--- config.mk ---
export PLATFORM = sky130hd
export DESIGN_NAME = nid_node_phy_regs
export DESIGN_NICKNAME = d
export VERILOG_FILES = /design/src/nid_node_phy_regs.v
export VERILOG_INCLUDE_DIRS = /design/src /design/src/src
export SDC_FILE = /design/constraint.sdc
export NUM_CORES = 1
export LEC_CHECK = 0
export BUFFER_PORTS_ARGS = -buffer_cell sky130_fd_sc_hd__buf_4
export CAP_MARGIN = 25
export CORE_UTILIZATION = 24
export DETAILED_ROUTE_END_ITERATION = 16
export REMOVE_ABC_BUFFERS = 1
export SLEW_MARGIN = 10
export SYNTH_ARGS = -nofsm -noshare
export SYNTH_HDL_FRONTEND = slang
export SYNTH_SLANG_ARGS = --single-unit
--- constraint.sdc ---
create_clock -name mclk_in -period 2.3 [get_ports mclk_in]
set_clock_uncertainty 0.1 [all_clocks]
set_input_delay 0.115 -clock mclk_in [delete_from_list [all_inputs] [get_ports mclk_in]]
set_output_delay 0.115 -clock mclk_in [all_outputs]
set_load 0.05 [all_outputs]
--- src/nid_defs.vh ---
/*
 * constants for the node identity and phy register access block:
 * register offsets, field positions, reset values.
 * assumes inclusion by bare name from the design file.
 */
`ifndef NID_DEFS_VH
`define NID_DEFS_VH

`define NID_OFS_NODE_IDENTITY 8'hE8
`define NID_OFS_PHY_ACCESS 8'hEC
`define NID_OFS_INT_STATUS 8'hF8
`define NID_OFS_INT_MASK 8'hFC

`define NID_BIT_ID_VALID 31
`define NID_BIT_ROOT 30
`define NID_BIT_CABLE_PWR 27
`define NID_BUS_HI 15
`define NID_BUS_LO 6
`define NID_NODE_HI 5
`define NID_NODE_LO 0

`define NID_BIT_RD_DONE 31
`define NID_RADDR_HI 27
`define NID_RADDR_LO 24
`define NID_RDATA_HI 23
`define NID_RDATA_LO 16
`define NID_BIT_RD_REQ 15
`define NID_BIT_WR_REQ 14
`define NID_TADDR_HI 11
`define NID_TADDR_LO 8
`define NID_WDATA_HI 7
`define NID_WDATA_LO 0

`define NID_BUS_RESET 10'h3FF
`define NID_NODE_RESET 6'h3F
`define NID_INT_BITS 3

`endif

--- src/nid_node_phy_regs.v ---
/*
 * node identity register and phy register access mailbox, with a
 * small interrupt status/mask pair.
 * assumes a single clock mclk_in; phy-side status and events arrive
 * from link logic on the same clock (no synchronisers needed); the phy
 * request port accepts a request whenever ready is high.
 */
`include "nid_defs.vh"

// What this block does
// - node identifier is bus segment in 15-6 and node index in 5-0
// - valid flag clears on bus reset, sets when new node number arrives
// - root flag set during bus reset when phy reports root
// - cable power flag follows phy cable power good status
// - node identity bits 29-28 and 26-16 read as zero
// - bus segment number software writable, resets to all ones
// - node index loaded from phy after self-id, read only
// - read complete clears when software sets read or write request
// - read complete sets when phy register transfer arrives
// - returned address captured in bits 27-24
// - returned value captured in bits 23-16
// - software sets read request; hardware clears it once sent
// - software sets write request; hardware clears it once sent
// - target address sent always; write value only for writes
// - phy access bits 30-28 and 13-12 read as zero
module nid_node_phy_regs (
    input wire mclk_in,
    input wire sys_rst_in,
    input wire [7:0] reg_addr_in,
    input wire [31:0] reg_wdata_in,
    input wire reg_wr_in,
    input wire reg_rd_in,
    output reg [31:0] reg_rdata_out,
    input wire phy_bus_reset_in,
    input wire phy_is_root_in,
    input wire phy_cable_power_in,
    input wire phy_node_valid_in,
    input wire [5:0] phy_node_number_in,
    input wire phy_reg_rx_in,
    input wire [3:0] phy_reg_rx_addr_in,
    input wire [7:0] phy_reg_rx_data_in,
    input wire phy_req_ready_in,
    output reg phy_req_valid_out,
    output reg phy_req_write_out,
    output reg [3:0] phy_req_addr_out,
    output reg [7:0] phy_req_data_out,
    output reg irq_out
);

    // node identity state
    reg id_valid_reg;
    reg root_reg;
    reg cable_pwr_reg;
    reg [9:0] bus_segment_number_reg;
    reg [5:0] physical_node_index_reg;
    // phy access mailbox state
    reg phy_read_complete_reg;
    reg [3:0] phy_returned_address_reg;
    reg [7:0] phy_returned_value_reg;
    reg phy_read_request_reg;
    reg phy_write_request_reg;
    reg [3:0] phy_target_address_reg;
    reg [7:0] phy_write_value_reg;
    // interrupt: 0 register transfer in, 1 node id valid, 2 bus reset
    reg [`NID_INT_BITS-1:0] int_status_reg;
    reg [`NID_INT_BITS-1:0] int_mask_reg;
    reg [`NID_INT_BITS-1:0] int_status_next;
    reg [31:0] rdata_next;

    // one-hot mailbox states
    localparam [1:0] MB_IDLE = 2'b01;
    localparam [1:0] MB_SEND = 2'b10;

    reg [1:0] mb_state_reg;
    reg [1:0] mb_state_next;
    // node identity next values
    reg id_valid_next;
    reg root_next;
    reg cable_pwr_next;
    reg [9:0] bus_segment_number_next;
    reg [5:0] physical_node_index_next;
    // output port next values
    reg phy_req_valid_next;
    reg phy_req_write_next;
    reg [3:0] phy_req_addr_next;
    reg [7:0] phy_req_data_next;
    reg irq_next;
    reg [31:0] reg_rdata_next;

    // true when the strobe hits the given offset
    function hit;
        input strobe;
        input [7:0] addr;
        input [7:0] ofs;
        begin
            hit = strobe && (addr == ofs);
        end
    endfunction

    wire wr_phy = hit(reg_wr_in, reg_addr_in, `NID_OFS_PHY_ACCESS);
    wire wr_node = hit(reg_wr_in, reg_addr_in, `NID_OFS_NODE_IDENTITY);
    wire wr_mask = hit(reg_wr_in, reg_addr_in, `NID_OFS_INT_MASK);
    wire rd_status = hit(reg_rd_in, reg_addr_in, `NID_OFS_INT_STATUS);
    // only one request in flight: later requests are ignored until idle, though a request bit still clears read complete
    wire mb_idle = mb_state_reg[0];
    wire req_taken = phy_req_valid_out && phy_req_ready_in;
    wire sw_rd_set = wr_phy && reg_wdata_in[`NID_BIT_RD_REQ];
    wire sw_wr_set = wr_phy && reg_wdata_in[`NID_BIT_WR_REQ];

    function [31:0] node_word;
        input v;
        input r;
        input c;
        input [9:0] bus;
        input [5:0] node;
        begin
            node_word = 32'h0000_0000;
            node_word[`NID_BIT_ID_VALID] = v;
            node_word[`NID_BIT_ROOT] = r;
            node_word[`NID_BIT_CABLE_PWR] = c;
            node_word[`NID_BUS_HI:`NID_BUS_LO] = bus;
            node_word[`NID_NODE_HI:`NID_NODE_LO] = node;
        end
    endfunction

    function [31:0] phy_word;
        input done;
        input [3:0] raddr;
        input [7:0] rval;
        input rreq;
        input wreq;
        input [3:0] taddr;
        input [7:0] wval;
        begin
            phy_word = 32'h0000_0000;
            phy_word[`NID_BIT_RD_DONE] = done;
            phy_word[`NID_RADDR_HI:`NID_RADDR_LO] = raddr;
            phy_word[`NID_RDATA_HI:`NID_RDATA_LO] = rval;
            phy_word[`NID_BIT_RD_REQ] = rreq;
            phy_word[`NID_BIT_WR_REQ] = wreq;
            phy_word[`NID_TADDR_HI:`NID_TADDR_LO] = taddr;
            phy_word[`NID_WDATA_HI:`NID_WDATA_LO] = wval;
        end
    endfunction

    // node identity
    always @* begin
        id_valid_next = id_valid_reg;
        root_next = root_reg;
        cable_pwr_next = phy_cable_power_in;
        bus_segment_number_next = bus_segment_number_reg;
        physical_node_index_next = physical_node_index_reg;
        if (wr_node) begin
            bus_segment_number_next =
                reg_wdata_in[`NID_BUS_HI:`NID_BUS_LO];
        end
        // bus reset wins over a node number in the same cycle
        if (phy_bus_reset_in) begin
            id_valid_next = 1'b0;
            root_next = phy_is_root_in;
        end else if (phy_node_valid_in) begin
            id_valid_next = 1'b1;
            physical_node_index_next = phy_node_number_in;
        end
    end

    always @(posedge mclk_in) begin
        if (sys_rst_in) begin
            id_valid_reg <= 1'b0;
            root_reg <= 1'b0;
            cable_pwr_reg <= 1'b0;
            bus_segment_number_reg <= `NID_BUS_RESET;
            physical_node_index_reg <= `NID_NODE_RESET;
        end else begin
            id_valid_reg <= id_valid_next;
            root_reg <= root_next;
            cable_pwr_reg <= cable_pwr_next;
            bus_segment_number_reg <= bus_segment_number_next;
            physical_node_index_reg <= physical_node_index_next;
        end
    end

    // mailbox state: idle until software asks, send until taken
    always @* begin
        mb_state_next = mb_state_reg;
        case (mb_state_reg)
            MB_IDLE: begin
                if (sw_rd_set || sw_wr_set) begin
                    mb_state_next = MB_SEND;
                end
            end
            MB_SEND: begin
                if (req_taken) begin
                    mb_state_next = MB_IDLE;
                end
            end
            default: begin
                mb_state_next = MB_IDLE;
            end
        endcase
    end

    // request port: outputs held stable until the phy takes them
    always @* begin
        phy_req_valid_next = phy_req_valid_out;
        phy_req_write_next = phy_req_write_out;
        phy_req_addr_next = phy_req_addr_out;
        phy_req_data_next = phy_req_data_out;
        if (req_taken) begin
            phy_req_valid_next = 1'b0;
        end
        if (mb_idle && (sw_rd_set || sw_wr_set)) begin
            phy_req_valid_next = 1'b1;
            phy_req_write_next = !sw_rd_set;
            phy_req_addr_next =
                reg_wdata_in[`NID_TADDR_HI:`NID_TADDR_LO];
            // reads carry zero data: the value is not sent
            phy_req_data_next = sw_rd_set ? 8'h00 :
                reg_wdata_in[`NID_WDATA_HI:`NID_WDATA_LO];
        end
    end

    // phy access mailbox
    always @(posedge mclk_in) begin
        if (sys_rst_in) begin
            phy_read_complete_reg <= 1'b0;
            phy_returned_address_reg <= 4'h0;
            phy_returned_value_reg <= 8'h00;
            phy_read_request_reg <= 1'b0;
            phy_write_request_reg <= 1'b0;
            phy_target_address_reg <= 4'h0;
            phy_write_value_reg <= 8'h00;
            phy_req_valid_out <= 1'b0;
            phy_req_write_out <= 1'b0;
            phy_req_addr_out <= 4'h0;
            phy_req_data_out <= 8'h00;
            mb_state_reg <= MB_IDLE;
        end else begin
            mb_state_reg <= mb_state_next;
            phy_req_valid_out <= phy_req_valid_next;
            phy_req_write_out <= phy_req_write_next;
            phy_req_addr_out <= phy_req_addr_next;
            phy_req_data_out <= phy_req_data_next;
            // arriving transfer wins over the software clear
            if (phy_reg_rx_in) begin
                phy_read_complete_reg <= 1'b1;
                phy_returned_address_reg <= phy_reg_rx_addr_in;
                phy_returned_value_reg <= phy_reg_rx_data_in;
            end else if (sw_rd_set || sw_wr_set) begin
                phy_read_complete_reg <= 1'b0;
            end
            if (req_taken) begin
                phy_read_request_reg <= 1'b0;
                phy_write_request_reg <= 1'b0;
            end
            // a new request is held off while one is still outstanding;
            // read request takes priority if software sets both
            if (wr_phy && mb_idle) begin
                phy_target_address_reg <=
                    reg_wdata_in[`NID_TADDR_HI:`NID_TADDR_LO];
                phy_write_value_reg <=
                    reg_wdata_in[`NID_WDATA_HI:`NID_WDATA_LO];
                if (sw_rd_set || sw_wr_set) begin
                    phy_read_request_reg <= sw_rd_set;
                    phy_write_request_reg <= !sw_rd_set;
                end
            end
        end
    end

    // interrupt status: set wins over read-to-clear
    always @* begin
        int_status_next = int_status_reg;
        if (rd_status) begin
            int_status_next = {`NID_INT_BITS{1'b0}};
        end
        if (phy_reg_rx_in) begin
            int_status_next[0] = 1'b1;
        end
        if (phy_node_valid_in && !phy_bus_reset_in) begin
            int_status_next[1] = 1'b1;
        end
        if (phy_bus_reset_in) begin
            int_status_next[2] = 1'b1;
        end
    end

    // uses the next status so irq drops with the clearing read
    always @* begin
        irq_next = |(int_status_next & int_mask_reg);
    end

    always @(posedge mclk_in) begin
        if (sys_rst_in) begin
            int_status_reg <= {`NID_INT_BITS{1'b0}};
            int_mask_reg <= {`NID_INT_BITS{1'b0}};
            irq_out <= 1'b0;
        end else begin
            int_status_reg <= int_status_next;
            if (wr_mask) begin
                int_mask_reg <= reg_wdata_in[`NID_INT_BITS-1:0];
            end
            irq_out <= irq_next;
        end
    end

    // read mux; unmapped addresses answer zero
    always @* begin
        rdata_next = 32'h0000_0000;
        case (reg_addr_in)
            `NID_OFS_NODE_IDENTITY: begin
                rdata_next = node_word(id_valid_reg, root_reg,
                    cable_pwr_reg, bus_segment_number_reg,
                    physical_node_index_reg);
            end
            `NID_OFS_PHY_ACCESS: begin
                rdata_next = phy_word(phy_read_complete_reg,
                    phy_returned_address_reg, phy_returned_value_reg,
                    phy_read_request_reg, phy_write_request_reg,
                    phy_target_address_reg, phy_write_value_reg);
            end
            `NID_OFS_INT_STATUS: begin
                rdata_next[`NID_INT_BITS-1:0] = int_status_reg;
            end
            `NID_OFS_INT_MASK: begin
                rdata_next[`NID_INT_BITS-1:0] = int_mask_reg;
            end
            default: begin
                rdata_next = 32'h0000_0000;
            end
        endcase
    end

    // read data stand one cycle only, zero otherwise
    always @* begin
        reg_rdata_next = 32'h0000_0000;
        if (reg_rd_in) begin
            reg_rdata_next = rdata_next;
        end
    end

    always @(posedge mclk_in) begin
        if (sys_rst_in) begin
            reg_rdata_out <= 32'h0000_0000;
        end else begin
            reg_rdata_out <= reg_rdata_next;
        end
    end

endmodule // nid_node_phy_regs
Word level (Yosys, flattened, before mapping)
Cells that the tools add are included.
Storage, ports and cells
  bits in registers: 101
  latch bits: 0
  RAM bits: 0
  bits in read-only memories: 0
  input port bits: 68
  memories: 0
Cells by class
  add/subtract/negate cells: 0
  $mul: 0
  divide/modulo/power cells: 0
  magnitude comparators: 0
  equality and inequality tests: 8
  shifts and indexed selects: 0
  mux-type cells: 20
  bitwise operators: 3
  reduce and logical (&&, ||, !) cells: 20
Operators with widths (number)
  29-bit one-hot mux with 2 select lines: 1
  8-bit == test (second input constant): 4
  1-bit two-way mux: 13
  3-bit one-hot mux with 4 select lines: 1
  1-bit logical AND: 10
  8-bit two-way mux: 1
  2-bit two-way mux: 2
  2-bit != test (second input constant): 2
  2-bit one-hot mux with 2 select lines: 1
  2-bit AND reduction: 2
  2-bit nonzero test: 2
  2-bit OR reduction: 2
  3-bit bitwise AND: 1
  3-bit two-way mux: 1
  3-bit OR reduction: 1
  2-bit by 1-bit == test with 1-bit output (second input constant): 1
  2-bit == test (second input constant): 1
  1-bit logical NOT: 2
  1-bit NOT: 2
  1-bit logical OR: 1

Longest topological paths before layout
  word-level depth: 6
  gate-level depth with buffers: 7
  depth with buffers taken out: 4

Least setup slack after synthesis
No wires, ideal clock.
  kind: input-to-reg
  from: input reg_addr_in[1]
  to: register phy_req_data_out[0]
  arrival: 1.553 ns
  slack: 0.587 ns
  stages: 6
  path buffers: 2
  cell sequence: or2_1 buf_6 or4_1 buf_2 nor4_4 a22o_1
On the way
  word-level cells in the longest chain between the ends: 5
RTL lines
  start: declaration: line nid_node_phy_regs.v:29  | input wire [7:0] reg_addr_in,
  8-bit == test *: line nid_node_phy_regs.v:96  | hit = strobe && (addr == ofs);
  1-bit logical AND *: line nid_node_phy_regs.v:96
  1-bit logical AND (on tied branches): line nid_node_phy_regs.v:107, nid_node_phy_regs.v:108
  1-bit logical OR: line nid_node_phy_regs.v:212  | if (mb_idle && (sw_rd_set || sw_wr_set)) begin
  1-bit logical AND: line nid_node_phy_regs.v:212
  end signal: assignment: line nid_node_phy_regs.v:243  | phy_req_data_out <= phy_req_data_next;
  end: declaration: line nid_node_phy_regs.v:46  | output reg [7:0] phy_req_data_out,
Every way passes the cells marked *; elsewhere a longest branch is shown, timed or not.
A chain may end at the register's enable or synchronous reset.

Final worst setup path
  from: input reg_wdata_in[15]
  to: register phy_req_data_out[2]
On the way
  word-level cells in the longest chain between the ends: 3
RTL lines
  start: declaration: line nid_node_phy_regs.v:30  | input wire [31:0] reg_wdata_in,
  1-bit logical AND *: line nid_node_phy_regs.v:107  | wire sw_rd_set = wr_phy && reg_wdata_in[`NID_BIT_RD_REQ];
  1-bit logical OR: line nid_node_phy_regs.v:212
  1-bit logical AND: line nid_node_phy_regs.v:212
Marked as above.

==> metrics.txt <==
FILL cells 1,426; total wire length 9.39 mm; CP required 2490 ps; Non-Filler Instances 684; vias in the first global route 2,839; largest area contributor in the netlist dfxtp_1; max_slew headroom 63.3%; Skew-Pair Late Insertion Delay 340 ps; DRT Pass-1 Iters 4; WHS 93.6 ps; Hold Path Origin phy_reg_rx_in; Critical Path Source Type input port; # diodes 0; count of port buffers added during placement 96; Syn Area/Cell 9.72 um^2; Synth Flop Type dfxtp_1; wire length per cell 13.7 um; Mapped Area 3520 um^2; asr flop ratio synth 0%; DP Area 4480 um^2; CP endpoint kind flip-flop; share of cells above drive strength 1 26.6%; fin crit period 2020 ps; Pwr per Cell Area 682 nW/um^2; Root Buffer clkbuf_16; # nets final 567; IO Count 115; Tcrit/Tclk final 87.7%; Layout area overhead 47.1%; max FFs per register 30; Vias/cell 4.38; Seq/Total Area, Yosys 56.4%; final hold vios 0; via count 2,998; TritonCTS Buffers 9; Worst Setup SP reg_wdata_in[15]; Final Cell Area 5170 um^2; post-CTS setup buffers 0; Worst R2R Setup Slack 310 ps; post-DP HPWL 6.40 mm; RSZ-0062 raised after global routing no; Synth top area share 56.4%; global placement routability congestion 0.766; Cell variety after synth 35; synthesized flop and latch total 99; CP arrival 2200 ps; Die ar. 15,100 um^2; worst r2r src mb_state_reg[0]; initial antenna violation count 0; critical path fanouts, max 8; Synth warnings 0; Initial DRC Count 100; Die W 123 um; Clock Path Buffers 2; outcome finished, final reports clean; Synth Instances 362; Max-cap violations 0; H-tree depth 3; post-cts gate resize count 0; worst vdd ir 0.000461 V; Initial Util 25.0%; leakage power 2.14 nW; final setup TNS 0 ps; EDFF count, synth 0; Worst Path Class, Setup in2reg; remaining antenna violation count after routing 0; FMAX 496 MHz; CTS tree yes; clock sink count 99; core region area 14,100 um^2; clock-pin slew on the worst setup and hold paths 70 ps; Final Util 36.7%; Remaining DRCs 0; worst hold path type in2reg; die height 123 um; largest net degree at the start of global routing 45; Final setup viols 0; top cells by area, synth dfxtp_1 56%, mux2i_1 6.5%, nor2_1 6.1%, a21oi_1 4.1%, nand2_1 3.3%; total gr overflow 0; first-pass GRT wire length 14.5 mm; worst slew pin tran 544 ps; Tot GR Track Use 12.9%; placed cells 628; Rows 43; Final Max Slew Viols 0
-- cell usage after synthesis, types with 2 or more instances --
| library cell | n |
|---|---|
| a211o_1 | 7 |
| a21oi_1 | 29 |
| a221oi_1 | 2 |
| a22o_1 | 8 |
| a22oi_1 | 15 |
| and2_1 | 11 |
| and3_1 | 3 |
| buf_2 | 2 |
| buf_4 | 2 |
| clkbuf_1 | 21 |
| dfxtp_1 | 99 |
| inv_1 | 4 |
| mux2i_1 | 23 |
| nand2_1 | 31 |
| nand2b_1 | 3 |
| nand3_1 | 2 |
| nor2_1 | 57 |
| nor2b_1 | 10 |
| nor3_1 | 11 |
| nor4_2 | 2 |
| nor4_4 | 2 |
| o21ai_0 | 3 |
| or4_1 | 3 |
-- power breakdown --
group	total (mW)	leakage, nW	switching [mW]	internal, mW
Sequential	1.76	0.803	0.0135	1.74
Clock	1.51	0.143	0.660	0.846
Combinational	0.269	1.20	0.124	0.144
Total	3.53	2.14	0.798	2.73
-- cell usage in the layout, fill, tap and decap left out, drive strengths merged, types with 5 or more instances in the layout --
master / count
nor3: 11
buf: 111
a21oi: 29
nor2: 57
clkbuf: 10
mux2i: 23
inv: 5
dfxtp: 99
a211o: 7
nand2: 31
a22o: 8
nor2b: 10
dlygate4sd3: 40
a22oi: 15
and2: 11
-- final cells by class --
cell class / instances / area (um^2) / share of cell area [%]
repair buffers: 151 / 1230 / 23.9
clock buffers: 10 / 229 / 4.43
clock inverters: 6 / 65.1 / 1.26
well taps: 180 / 225 / 4.35
inverters: 4 / 15.0 / 0.290
multi-input cells: 234 / 1420 / 27.5
flip-flops and latches: 99 / 1980 / 38.3
-- kinds of logic after synthesis --
kind of cell | synth area share [%]
simple gates | 20.0
flops | 56.4
compound gates | 12.7
buf+inv | 3.70
mux | 7.19
other cells | 0.107
-- metrics by stage --
step / setup WS (ps) / total power [mW]
floorplan: 456 / 1.87
detailed placement: 220 / 2.01
global placement: 277 / 2.00
finish: 283 / 3.53
global route: 122 / 3.66
CTS: 284 / 3.57
-- routing by layer --
layer | GRT usage [%] | wire [um]
met4 | 4.29 | 181
met3 | 4.75 | 589
met5 | 0 | 0
met1 | 15.4 | 4120
met2 | 21.2 | 4500
-- repair_timing --
item                                   CTS  global route
hold buffers                            40             0
endpoints found under the hold margin   62             0
setup endpoints to repair                0             0
-- critical path, stage by stage --
cell and delay (ps):
dlygate4sd3_1 530, buf_4 160, o21ai_0 450, nor4_4 70, buf_4 190, nor2_1 430
a22o_1 250
-- final timing paths --
path	endpoint	cells past startpoint
max	phy_req_data_out[2]	7
min	int_status_reg[0]	3
max reg2reg	phy_req_data_out[2]	4
min reg2reg	phy_target_address_reg[3]	2
No activity file was read; power rests on OpenSTA's default activity.
